--- src/design/rcs_pkg.sv ---
/*
 Constants for the reset control sequencer: register offsets, cause flag
 positions, boot vector addresses and release timing.
 Assumes a single 125 MHz clock and a simple strobe register port.
 // Function
 // - Six reset requests accepted: pin, power-on, droop, software, watchdog, regulator.
 // - Power-on resets core, all peripherals and the debug TAP controller.
 // - Reset pin resets core and peripherals; TAP only gets pin configuration reset.
 // - Droop, software system, watchdog, regulator resets spare the debug TAP.
 // - Software peripheral reset hits only selected peripherals, never core or TAP.
 // - Writing the system reset request bit starts a software system reset.
 // - Every reset sets the cause flag of its source.
 // - Cause flags are sticky across later reset sequences.
 // - A pin reset clears all other cause flags while setting its own.
 // - Pin and power-on resets select the main oscillator.
 // - Reset sequencing runs on the internal oscillator clock.
 // - Internal reset held until power-on detect goes inactive, then released.
 // - After release the core fetches stack pointer, program counter, first instruction.
 // - Power-on detect acts only on the initial power-up.
 // - Reset stays asserted while the pin is held, even after power-on ends.
 // - Identification and capability words are read-only.
*/
package rcs_pkg;
  // Register offsets (byte addresses)
  localparam logic [7:0] OFS_IDENT0 = 8'h00;
  localparam logic [7:0] OFS_IDENT1 = 8'h04;
  localparam logic [7:0] OFS_CAP0 = 8'h08;
  localparam logic [7:0] OFS_PERIPH_RST = 8'h20;
  localparam logic [7:0] OFS_CAUSE = 8'h24;
  localparam logic [7:0] OFS_IRQ_MASK = 8'h28;
  localparam logic [7:0] OFS_CORE_IRC = 8'h2c;
  localparam int NUM_CAP = 5;
  localparam int NUM_PERIPH = 8;
  localparam int NUM_SRC = 6;
  // Cause flag positions
  localparam int CAUSE_PIN = 0;
  localparam int CAUSE_POR = 1;
  localparam int CAUSE_DROOP = 2;
  localparam int CAUSE_SW = 3;
  localparam int CAUSE_WDOG = 4;
  localparam int CAUSE_REG = 5;
  localparam logic [5:0] CAUSE_RESET = 6'h00;
  // System reset request bit in the core interrupt/reset control word
  localparam int SYSREQ_BIT = 2;
  // Boot vector addresses
  localparam logic [31:0] BOOT_SP_ADDR = 32'h0000_0000;
  localparam logic [31:0] BOOT_PC_ADDR = 32'h0000_0004;
  // Release stretch after last source goes quiet
  localparam int CLK_PERIOD_NS = 8;
  localparam int RELEASE_NS = 64;
  localparam int RELEASE_CYC = (RELEASE_NS + CLK_PERIOD_NS - 1) / CLK_PERIOD_NS;
  localparam logic [3:0] RELEASE_CNT = 4'(RELEASE_CYC);
  // Arbitrary identification values
  localparam logic [31:0] IDENT0_VAL = 32'h0001_0000;
  localparam logic [31:0] IDENT1_VAL = 32'h0002_0000;
  localparam logic [31:0] CAP_VAL = 32'h0000_0000;
  typedef enum logic [2:0] {
    ST_HOLD, ST_STRETCH, ST_FETCH_SP, ST_FETCH_PC, ST_FETCH_INSN, ST_RUN
  } rcs_state_e;
endpackage

--- src/design/rcs_reset_sequencer.sv ---
/*
 Reset control sequencer: merges six reset sources, drives core, TAP and
 peripheral resets, keeps sticky cause flags and runs the boot fetch.
 Assumes sys_clk is the internal oscillator and monitors are synchronous.
*/
// Implementation choices: the strobed register port and the register addresses.
`timescale 1ns/1ns
`default_nettype none
module rcs_reset_sequencer (
  input wire logic sys_clk, // Internal oscillator clock
  input wire logic rst, // Block power-up reset, sync
  input wire logic reset_pin_n, // External reset pin, low = reset
  input wire logic por_detect, // Power-on detect level
  input wire logic supply_droop_detect, // Brown-out monitor level
  input wire logic watchdog_reset_req, // Watchdog second time-out
  input wire logic core_regulator_fault, // Regulator out of regulation
  input wire logic [7:0] reg_addr, // Register byte address
  input wire logic [31:0] reg_wdata, // Register write data
  input wire logic reg_wr, // Write strobe
  input wire logic reg_rd, // Read strobe
  output logic [31:0] reg_rdata, // Read data, cycle after strobe
  input wire logic boot_fetch_ack, // Memory answers a fetch
  input wire logic [31:0] boot_fetch_data, // Fetched word
  output logic boot_fetch_req, // Boot fetch request
  output logic [31:0] boot_fetch_addr, // Boot fetch address
  output logic [31:0] boot_sp, // Initial stack pointer
  output logic [31:0] boot_pc, // Initial program counter
  output logic [31:0] boot_insn, // First instruction
  output logic core_run, // Core may execute
  output logic core_reset, // Core reset, high active
  output logic tap_reset, // Full TAP controller reset
  output logic tap_pin_cfg_reset, // TAP pin configuration reset
  output logic [7:0] periph_reset, // Per-peripheral resets
  output logic use_main_osc, // Main oscillator select
  output logic irq // Unmasked cause flag pending
);
  rcs_pkg::rcs_state_e state;
  rcs_pkg::rcs_state_e next_state;
  logic pin_sync1;
  logic pin_sync2;
  logic por_armed;
  logic sw_sys_req;
  logic por_seen;
  logic pin_seen;
  logic [3:0] stretch_cnt;
  logic [5:0] cause;
  logic [5:0] next_cause;
  logic [5:0] irq_mask;
  logic [7:0] periph_ctrl;
  logic [7:0] periph_pulse;
  logic [31:0] next_rdata;

  // Source levels
  wire pin_active = ~pin_sync2;
  wire por_active = por_detect & por_armed;
  wire [5:0] src = {core_regulator_fault, watchdog_reset_req, sw_sys_req,
                    supply_droop_detect, por_active, pin_active};
  wire any_src = |src;
  wire in_reset = (state == rcs_pkg::ST_HOLD) || (state == rcs_pkg::ST_STRETCH);

  // Register decode
  wire wr_periph = reg_wr && (reg_addr == rcs_pkg::OFS_PERIPH_RST);
  wire wr_cause = reg_wr && (reg_addr == rcs_pkg::OFS_CAUSE);
  wire wr_mask = reg_wr && (reg_addr == rcs_pkg::OFS_IRQ_MASK);
  wire wr_irc = reg_wr && (reg_addr == rcs_pkg::OFS_CORE_IRC);
  wire sys_req_wr = wr_irc && reg_wdata[rcs_pkg::SYSREQ_BIT] && !in_reset;
  wire [5:0] cause_clr = wr_cause ? reg_wdata[5:0] : 6'h00;
  wire cap_hit = (reg_addr >= rcs_pkg::OFS_CAP0) &&
                 (reg_addr < rcs_pkg::OFS_CAP0 + 8'(4 * rcs_pkg::NUM_CAP)) &&
                 (reg_addr[1:0] == 2'h0);

  // Pin synchroniser; second stage is the only reader of the first
  always_ff @(posedge sys_clk) begin
    if (rst) begin
      pin_sync1 <= 1'b1;
      pin_sync2 <= 1'b1;
    end else begin
      pin_sync1 <= reset_pin_n;
      pin_sync2 <= pin_sync1;
    end
  end

  // Power-on detect honoured only until the first release
  always_ff @(posedge sys_clk) begin
    if (rst) begin
      por_armed <= 1'b1;
    end else if (state == rcs_pkg::ST_FETCH_SP) begin
      por_armed <= 1'b0;
    end
  end

  // Software system request held one cycle as a source
  always_ff @(posedge sys_clk) begin
    if (rst) begin
      sw_sys_req <= 1'b0;
    end else begin
      sw_sys_req <= sys_req_wr;
    end
  end

  // Which domains this reset sequence covers
  always_ff @(posedge sys_clk) begin
    if (rst) begin
      por_seen <= 1'b1;
      pin_seen <= 1'b0;
    end else if (!in_reset) begin
      por_seen <= por_active;
      pin_seen <= pin_active;
    end else begin
      por_seen <= por_seen | por_active;
      pin_seen <= pin_seen | pin_active;
    end
  end

  // Sequencer: hold while any source, stretch, then boot fetch
  always_comb begin
    next_state = state;
    unique case (state)
      rcs_pkg::ST_HOLD: begin
        if (!any_src) next_state = rcs_pkg::ST_STRETCH;
      end
      rcs_pkg::ST_STRETCH: begin
        if (any_src) next_state = rcs_pkg::ST_HOLD;
        else if (stretch_cnt == 4'h1) next_state = rcs_pkg::ST_FETCH_SP;
      end
      rcs_pkg::ST_FETCH_SP: begin
        if (boot_fetch_ack) next_state = rcs_pkg::ST_FETCH_PC;
      end
      rcs_pkg::ST_FETCH_PC: begin
        if (boot_fetch_ack) next_state = rcs_pkg::ST_FETCH_INSN;
      end
      rcs_pkg::ST_FETCH_INSN: begin
        if (boot_fetch_ack) next_state = rcs_pkg::ST_RUN;
      end
      rcs_pkg::ST_RUN: begin
        next_state = rcs_pkg::ST_RUN;
      end
    endcase
    if (any_src) next_state = rcs_pkg::ST_HOLD;
  end

  always_ff @(posedge sys_clk) begin
    if (rst) begin
      state <= rcs_pkg::ST_HOLD;
    end else begin
      state <= next_state;
    end
  end

  // Release stretch counter
  always_ff @(posedge sys_clk) begin
    if (rst || state == rcs_pkg::ST_HOLD) begin
      stretch_cnt <= rcs_pkg::RELEASE_CNT;
    end else if (state == rcs_pkg::ST_STRETCH) begin
      stretch_cnt <= stretch_cnt - 4'h1;
    end
  end

  // Boot fetch: address and captured words from flops
  always_ff @(posedge sys_clk) begin
    if (rst) begin
      boot_fetch_addr <= rcs_pkg::BOOT_SP_ADDR;
      boot_sp <= 32'h0000_0000;
      boot_pc <= 32'h0000_0000;
      boot_insn <= 32'h0000_0000;
    end else if (in_reset) begin
      boot_fetch_addr <= rcs_pkg::BOOT_SP_ADDR;
    end else if (boot_fetch_ack && state == rcs_pkg::ST_FETCH_SP) begin
      boot_sp <= boot_fetch_data;
      boot_fetch_addr <= rcs_pkg::BOOT_PC_ADDR;
    end else if (boot_fetch_ack && state == rcs_pkg::ST_FETCH_PC) begin
      boot_pc <= boot_fetch_data;
      boot_fetch_addr <= boot_fetch_data; // First instruction at the vector
    end else if (boot_fetch_ack && state == rcs_pkg::ST_FETCH_INSN) begin
      boot_insn <= boot_fetch_data;
    end
  end

  // Cause flags: set wins over software clear; pin cause wipes the rest
  always_comb begin
    next_cause = cause & ~cause_clr;
    if (pin_active) next_cause = 6'h00;
    next_cause = next_cause | src;
  end

  always_ff @(posedge sys_clk) begin
    if (rst) begin
      cause <= rcs_pkg::CAUSE_RESET;
    end else begin
      cause <= next_cause;
    end
  end

  // Software-owned control; cleared only by power-on
  always_ff @(posedge sys_clk) begin
    if (rst || por_active) begin
      irq_mask <= 6'h00;
      periph_ctrl <= 8'h00;
    end else begin
      if (wr_mask) irq_mask <= reg_wdata[5:0];
      if (wr_periph) periph_ctrl <= reg_wdata[7:0];
    end
  end

  // Per-peripheral reset: bit set then cleared gives one pulse
  genvar gi;
  generate
    for (gi = 0; gi < rcs_pkg::NUM_PERIPH; gi++) begin : g_periph
      assign periph_pulse[gi] = periph_ctrl[gi] && wr_periph && !reg_wdata[gi];
      always_ff @(posedge sys_clk) begin
        if (rst) begin
          periph_reset[gi] <= 1'b1;
        end else begin
          periph_reset[gi] <= in_reset || any_src || periph_pulse[gi];
        end
      end
    end
  endgenerate

  // Read mux; identification words ignore writes
  always_comb begin
    next_rdata = 32'h0000_0000;
    unique case (1'b1)
      reg_addr == rcs_pkg::OFS_IDENT0: next_rdata = rcs_pkg::IDENT0_VAL;
      reg_addr == rcs_pkg::OFS_IDENT1: next_rdata = rcs_pkg::IDENT1_VAL;
      cap_hit: next_rdata = rcs_pkg::CAP_VAL;
      reg_addr == rcs_pkg::OFS_PERIPH_RST: next_rdata = {24'h0, periph_ctrl};
      reg_addr == rcs_pkg::OFS_CAUSE: next_rdata = {26'h0, cause};
      reg_addr == rcs_pkg::OFS_IRQ_MASK: next_rdata = {26'h0, irq_mask};
      reg_addr == rcs_pkg::OFS_CORE_IRC: next_rdata = {29'h0, state};
      default: next_rdata = 32'h0000_0000;
    endcase
  end

  always_ff @(posedge sys_clk) begin
    if (rst || !reg_rd) begin
      reg_rdata <= 32'h0000_0000;
    end else begin
      reg_rdata <= next_rdata;
    end
  end

  // Domain outputs
  assign core_reset = in_reset;
  assign tap_reset = in_reset && por_seen;
  assign tap_pin_cfg_reset = in_reset && (por_seen || pin_seen);
  assign use_main_osc = in_reset && (por_seen || pin_seen);
  assign boot_fetch_req = (state == rcs_pkg::ST_FETCH_SP) ||
                          (state == rcs_pkg::ST_FETCH_PC) ||
                          (state == rcs_pkg::ST_FETCH_INSN);
  assign core_run = (state == rcs_pkg::ST_RUN);
  assign irq = |(cause & irq_mask);
endmodule
`default_nettype wire

--- config.mk ---
export PLATFORM = sky130hd
export DESIGN_NAME = rcs_reset_sequencer
export DESIGN_NICKNAME = d
export VERILOG_FILES = /design/src/design/rcs_pkg.sv /design/src/design/rcs_reset_sequencer.sv
export SDC_FILE = /design/constraint.sdc
export NUM_CORES = 1
export LEC_CHECK = 0
export BUFFER_PORTS_ARGS = -buffer_cell sky130_fd_sc_hd__buf_2
export CAP_MARGIN = 20
export CORE_MARGIN = 2
export CORE_UTILIZATION = 50
export CTS_BUF_LIST = sky130_fd_sc_hd__clkbuf_4
export DETAILED_ROUTE_END_ITERATION = 6
export PLACE_DENSITY = 0.81
export SYNTH_ARGS = -nofsm -noshare
export SYNTH_HDL_FRONTEND = slang
export SYNTH_SLANG_ARGS = --single-unit
--- constraint.sdc ---
create_clock -name sys_clk -period 2.2 [get_ports sys_clk]
set_input_delay 0.22 -clock sys_clk [delete_from_list [all_inputs] [get_ports sys_clk]]
set_output_delay 0.22 -clock sys_clk [all_outputs]
set_load 0.05 [all_outputs]
## Word-level counts from Yosys, hierarchy flattened

Index checks and enable logic that the tools add are counted.

| word-level totals | value |
|---|---|
| output and inout port bits | 175 |
| flip-flop bits (word level) | 201 |

| cells by class | value |
|---|---|
| equality and inequality tests | 15 |
| add/subtract/negate cells | 1 |
| mux-type cells | 12 |
| reduce and logical (&&, ||, !) cells | 65 |
| bitwise logic cells | 11 |

Operator list:

| kind | count |
|---|---|
| $pmux 18 s6 | 1 |
| $eq 8x6->1 const B | 4 |
| $logic_and 1x1->1 | 27 |
| $mux 3 | 6 |
| $pmux 3 s6 | 1 |
| $logic_or 1x1->1 | 16 |
| $and 6x6->6 | 2 |
| $mux 6 | 2 |
| $reduce_or 6->1 | 2 |
| $logic_not 1->1 | 10 |
| $eq 8x3->1 const B | 1 |
| $logic_not 8->1 | 1 |
| $reduce_and 4->1 | 2 |
| $reduce_or 7->1 | 1 |
| $eq 3x2->1 const B | 2 |
| $eq 3x3->1 const B | 2 |
| $ne 2x2->1 const B | 3 |
| $not 6->6 | 1 |
| $or 6x6->6 | 1 |
| $eq 4x1->1 const B | 1 |
| $not 1->1 | 4 |
| $sub 4x1->4 const B | 1 |
| $eq 3x1->1 const B | 1 |
| $logic_not 3->1 | 1 |
| other kinds (9) | 11 |

## Longest topological paths before layout

Gate-level depths: netlist (run 1).

| logic depth | value |
|---|---|
| word-level depth | 7 |
| depth in mapped cells | 7 |

## Least setup slack after synthesis (run 1)

Ideal clock, no wire load.

| timing path | value |
|---|---|
| path kind | register -> output |
| from | reg state[1] |
| to | out use_main_osc |
| slack | -254 ps |
| cell stages (with the launch flop) | 5 |
| arrival time | 2234 ps |
| path buffers | 2 |
| cell sequence | dfxtp_1 -> clkbuf_1 -> nor2_1 -> o21a_1 -> buf_4 |

| between the ends | value |
|---|---|
| longest elaborated chain between the ends | 3 |
| elaborated cells between the ends (all ways) | 4 |
| classes of those cells | 1 x eq/ne; 3 x reduce/logical |

Ends and longest elaborated chain:

| what | RTL line | text |
|---|---|---|
| start, declared | rcs_reset_sequencer.sv:37 | `rcs_pkg::rcs_state_e state;` |
| start signal, assigned | rcs_reset_sequencer.sv:144 | `state <= rcs_pkg::ST_HOLD;` |
| start signal, assigned | rcs_reset_sequencer.sv:146 | `state <= next_state;` |
| $eq 3x1->1 / $logic_not 3->1 (equally long branches) | rcs_reset_sequencer.sv:59 | `wire in_reset = (state == rcs_pkg::ST_HOLD) \|\| (state == rcs_pkg::ST_STRETCH);` |
| $logic_or 1x1->1 * | rcs_reset_sequencer.sv:59 |  |
| net core_reset | rcs_reset_sequencer.sv:30 | `output logic core_reset,` |
| $logic_and 1x1->1 * | -- |  |
| end, declared | rcs_reset_sequencer.sv:34 | `output logic use_main_osc,` |

The timed path passes the listed nets; every way through them passes the cells marked *.

## Worst setup path after layout (run 1)

| timing path | value |
|---|---|
| from | reg state[1] |
| to | reg boot_sp[27] |

| between the ends | value |
|---|---|
| longest elaborated chain between the ends | 4 |
| elaborated cells between the ends (all ways) | 7 |
| classes of those cells | 2 x eq/ne; 1 x bitwise; 4 x reduce/logical |

Ends and longest elaborated chain:

| what | RTL line | text |
|---|---|---|
| $eq 3x1->1 / $logic_not 3->1 (equally long branches) | rcs_reset_sequencer.sv:59 |  |
| $logic_or 1x1->1 | rcs_reset_sequencer.sv:59 |  |
| $not 1->1 (no line) | -- |  |
| $reduce_and 2->1 (no line) * | -- |  |
| end signal, assigned | rcs_reset_sequencer.sv:169 | `boot_sp <= boot_fetch_data;` |
| end, declared | rcs_reset_sequencer.sv:26 | `output logic [31:0] boot_sp,` |

Mark *: on every way between the ends. The rest lies on a longest branch, timed or not.
A chain may end at the register's enable or synchronous reset.

==> run metrics, run 1 <==
run status=complete, no violations; post-route ant nets=0; worst skew pair latency=590 ps; Util after Layout=66.1%; Crit. End Element=flop; Yosys warnings=0; Setup crit start kind=flop; reg2reg path depth=5; VDD IR max=479 uV; 1st-iter DRT viols=~410; Cells after DPL=1128; hold path depth=3; GRT overflow=0; Layout Nets=1115; # fillers=1089; cts bufs inserted=17; initial core utilization=~50%; die span in x=120 um; Max FO, Critical Path=15; EDFF count, synth=0; Synth Cell Area=approximately 6700 um2; Max transition margin=43.7%; vias per cell=5.18; first-pass GRT wire length=29100 um; Worst-Margin Slew=845 ps; Pwr Total=around 5400 uW; clock-pin slew on the worst setup and hold paths=140 ps; cell count after synthesis=roughly 790; Multi-input gate area=approximately 2800 um2; setup TNS=0 ps; initial antenna violation count=1; Tmin final=2080 ps; Cell variety after synth=52; Worst Setup SP=state[1]$_SDFFE_PP0P_; Power Density=between 600 and 700 nW/um2; routed vias=6323; Hold EP=reg_rdata[4]$_SDFF_PP0_; Hold Startpoint=reg_addr[3]; Fin. Hold Viols=0; share of the synthesized area in the top cell type=a little over half; fmax=0.480 GHz; drt first pass iters=5; critical path class=flop to flop; Reg area=3590 um2; MaxCap Viol Count=0; Worst R2R Setup Slack=roughly 120 ps; RSZ-0062 raised after global routing=no; setup violators final=0; flop and latch count out of synthesis=179; Seq/Total Area, Yosys=53.5%; FF-to-FF Start=state[1]$_SDFFE_PP0P_; Pleak=0.00364 uW; Avg Inst Size Synth=between 8 and 9 um2; CTS tree=built; Buffers on Ports=210; WL/cell=15.1 um; dpl hpwl=12100 um; largest net degree at the start of global routing=81; gpl congestion=0.861; Layout area overhead=29.7%; area leader, netlist=dfxtp_1; Setup Fix Bufs, Post-CTS=0; worst hold path type=primary input to flop; root buffer cell=clkbuf_4; Critical Path RT=2730 ps; CTS Buffer Depth=2; most frequent cell after synthesis=nand2_1; # rows=42; R2R Path End=boot_sp[27]$_SDFFE_PP0P_; Worst EP arrival=2620 ps; final worst-path cycle share=94.7%; share of cells above drive strength 1=26.7%; Post-route DRC=0; Async SR Flop Fraction=0%; die height=~120 um; final-report max-slew violation count=0; Post-synth top flop=dfxtp_1; vias in the first global route=a little under 6000; top post-synthesis cells by count=nand2_1, dfxtp_1, a21oi_1, clkbuf_1, buf_4; clock skew=about 16 ps; I/O pin count=~260; CTS H-tree lvls=4; total track usage=between 20 and 30%; die area=14300 um2; fin cells=1221; WL final=18500 um; Synth area leaders=dfxtp_1, nand2_1, a21oi_1; CTS Sinks=179; core area=around 13000 um2
registers in the layout, summed over array words and instances, names as in the netlist, 3 cells and up:
signal           count
boot_pc             32
boot_sp             32
irq_mask             6
reg_rdata           10
boot_insn           32
boot_fetch_addr     32
state                3
periph_ctrl          8
stretch_cnt          4
periph_reset         8
cause                6
cells in the final DEF, fill, tap and decap left out, types with 7 or more instances in the layout:
master / instances
buf_4: 18
nor3_1: 7
clkbuf_4: 18
a21oi_1: 134
dfxtp_1: 177
mux2i_1: 12
nor2b_1: 7
dlygate4sd3_1: 60
nand2b_1: 11
inv_1: 9
nand2_1: 244
conb_1: 22
buf_2: 209
metrics by stage:
stage	hold WS, ps	setup slack (ps)	instance area (um2)
floorplan	297	89.5	6780
global placement	394	398	7810
detailed placement	393	363	7810
CTS	36.4	34.0	8680
global route	75.9	6.20	8680
finish	87.4	116	8680
routing by layer:
layer | part of all wire (%) | GRT usage [%] | vias to the layer above | routed length, um
li1 | - | - | 3084 | -
met1 | 41 | 31.8 | 2936 | 7600
met2 | 47 | 41.2 | 256 | 8710
met3 | 8.4 | 8.13 | 47 | 1550
met4 | 3.3 | 11.2 | 0 | 609
met5 | 0 | 0 | - | 0
cell families after synthesis:
kind of cell / share of synthesized area [%]
mux: 2.80
other cells: 0.0560
compound gates: 15.3
fa+ha+maj: 0.374
buf+inv: 6.92
simple gates: 21.0
flops: 53.5
power by group:
part / total, uW / switching, uW / internal [uW]
combinational: 364 / 222 / 142
clock: 1750 / 1160 / 587
sequential: 3270 / 12.4 / 3250
worst max-delay path: stages, from the launching register on:
cell	delay [ps]
dfxtp_1	550
nor4bb_4	400
buf_4	290
nand2_1	80
a21oi_1	140
dlygate4sd3_1	570
how the worst max path moves through the flow:
stage / to / slack (ps) / cells after the start
2_1_floorplan: use_main_osc / 90 / 4
3_3_place_gp: boot_fetch_addr[1]$_SDFFE_PP0P_ / 400 / 4
3_5_place_dp: boot_fetch_addr[1]$_SDFFE_PP0P_ / 360 / 4
4_1_cts: boot_fetch_req / 30 / 4
5_1_grt: boot_sp[27]$_SDFFE_PP0P_ / 6 / 5
6_report: boot_sp[27]$_SDFFE_PP0P_ / 120 / 5
final cells by class:
type / count / share of cell area, %
flip-flops and latches: 179 / 41.3
multi-input cells: 536 / 31.9
repair buffers: 288 / 20.7
well taps: 176 / 2.54
clock buffers: 18 / 1.56
clock inverters: 14 / 1.47
inverters: 9 / 0.389
diodes: 1 / 0.0288
timing repair:
item | CTS | global route
pin swaps | 0 | 0
resized for setup | 3 | 1
setup endpoints to repair | 6 | 1
endpoints found under the hold margin | 164 | 0
hold buffers | 60 | 0
Note: power is estimated with default switching activity, not from simulation.
==> run 2, diff against run 1 <==
CELL_PAD_IN_SITES_DETAIL_PLACEMENT = 1   (was not set)
CELL_PAD_IN_SITES_GLOBAL_PLACEMENT = 1   (was not set)
CORE_UTILIZATION = 36   (was 50)
HOLD_SLACK_MARGIN = 0.03   (was not set)
PLACE_DENSITY = not set   (was 0.81)
PLACE_DENSITY_LB_ADDON = 0.1   (was not set)
==> run metrics, run 2 (same netlist as run 1, synthesis figures left out) <==
Fin. Hold Viols=0; run status=complete, no violations; Crit. End Element=output pin; # rows=49; fmax=0.494 GHz; Post-route DRC=0; CTS Sinks=approximately 180; vias per cell=about 5; die area=slightly below 20000 um2; I/O pin count=257; CTS H-tree lvls=4; worst skew pair latency=570 ps; worst hold path type=primary input to flop; dpl hpwl=14000 um; setup TNS=0 ps; critical path class=flop to output pin; share of cells above drive strength 1=between 20 and 30%; root buffer cell=clkbuf_4; Worst R2R Setup Slack=620 ps; clock skew=16.1 ps; CTS Buffer Depth=2; Worst EP arrival=1800 ps; VDD IR max=between 300 and 400 uV; Max FO, Critical Path=9; Worst Setup SP=state[1]$_SDFFE_PP0P_; first-pass GRT wire length=33100 um; commonest non-fill, non-tap cell in the layout=nand2_1; # fillers=2205; final worst-path cycle share=91.9%; gpl congestion=between 0.7 and 0.8; cts bufs inserted=17; drt first pass iters=4; FF-to-FF Start=state[1]$_SDFFE_PP0P_; Pleak=0.00364 uW; GRT overflow=0; WL/cell=16.6 um; WL final=21000 um; commonest non-fill, non-tap cells in the layout=nand2_1, buf_2, dfxtp_1; Tmin final=a little over 2000 ps; core area=approximately 18000 um2; Post-Place Worst Slack=428 ps; Layout Nets=1110; RSZ-0062 raised after global routing=no; Setup WS post-layout=178 ps; die height=140 um; Layout area overhead=31.3%; critical path's most frequent cell=buf_4; largest net degree at the start of global routing=84; total track usage=21.1%; initial antenna violation count=1; MaxCap Viol Count=0; vias in the first global route=6245; Util after Layout=48.6%; worst-path cell chain=buf_4, nor2_2, buf_4, o21a_1, buf_2; hold path depth=3; setup violators final=0; Setup crit start kind=flop; Critical Path RT=1980 ps; final-report max-slew violation count=0; Max stage delay on crit path=370 ps; 1st-iter DRT viols=approximately 230; die span in x=between 100 and 150 um; initial core utilization=37.0%; routed vias=6280; CP endpoint=tap_pin_cfg_reset; clock-pin slew on the worst setup and hold paths=roughly 140 ps; reg2reg path depth=5; CTS tree=built; Buffers on Ports=210; post-route ant nets=0; Setup Fix Bufs, Post-CTS=0; Crit-path slowest cell=dfxtp_2; R2R Path End=boot_insn[11]$_SDFFE_PP0P_; Power Density=between 600 and 700 nW/um2; Pwr Total=5680 uW; Fin Hold WS=127 ps
-- run 2: changes by cell type in the layout (fill, tap and decap cells not counted), sizes merged, moves of 3 or more --
cell / before / now
clkbuf: 18 / 21
bufinv: 1 / 4
inv: 14 / 10
clkinv: 6 / 2
dlygate4sd3: 60 / 55
-- run 2: worst min-delay path by stage --
stage | from | end | slack (ps)
3_3_place_gp | pin_sync1$_SDFF_PP1_ | pin_sync2$_SDFF_PP1_ | 390
4_1_cts | reg_addr[3] | reg_rdata[5]$_SDFF_PP0_ | 70
6_report | reg_addr[3] | reg_rdata[5]$_SDFF_PP0_ | 130
3_5_place_dp | pin_sync1$_SDFF_PP1_ | pin_sync2$_SDFF_PP1_ | 410
2_1_floorplan | reg_addr[5] | reg_rdata[16]$_SDFF_PP0_ | 300
5_1_grt | reg_addr[3] | reg_rdata[5]$_SDFF_PP0_ | 90
-- run 2: layout make-up --
type	instances	area [um2]	area share, %
clock buffers	20	150	1.71
diodes	1	2.50	0.0285
multi-input cells	536	2770	31.5
repair buffers	283	1800	20.5
clock inverters	10	159	1.81
well taps	229	287	3.26
flip-flops and latches	179	3590	40.8
inverters	9	33.8	0.384
-- run 2: per-layer routing --
metal	track usage, %	share of wire [%]
met1	25.6	43
met2	35.7	49
met3	6.70	6.7
met4	7.18	1.5
met5	0	0
-- run 2: where the power goes --
part	internal, uW	leakage [uW]	total [uW]	switching, uW
clock	924	0.000157	2050	1120
sequential	3250	0.00145	3270	11.9
combinational	145	0.00204	371	226
-- run 2: timing repair --
| item | in CTS | in global routing |
|---|---|---|
| endpoints found under the hold margin | 164 | 0 |
| resized for setup | 1 | 3 |
| hold buffers | 55 | 0 |
| pin swaps | 0 | 0 |
| endpoints found under the setup margin | 1 | 4 |
-- run 2: critical path, delay by kind of cell, from the launching register on --
kind                   cells  cell delay [ps]
AOI/OAI and AO/OA          1              170
and+or+nand+nor            1               90
buffers and inverters      3              620
DFF                        1              370
-- run 2: through the flow --
step                      instance area (um2)  cells
after floorplan                          6780    806
after global placement                   7920   1181
after detailed placement                 7920   1181
after CTS                                8780   1266
after global routing                     8790   1267
final                                    8790   1267
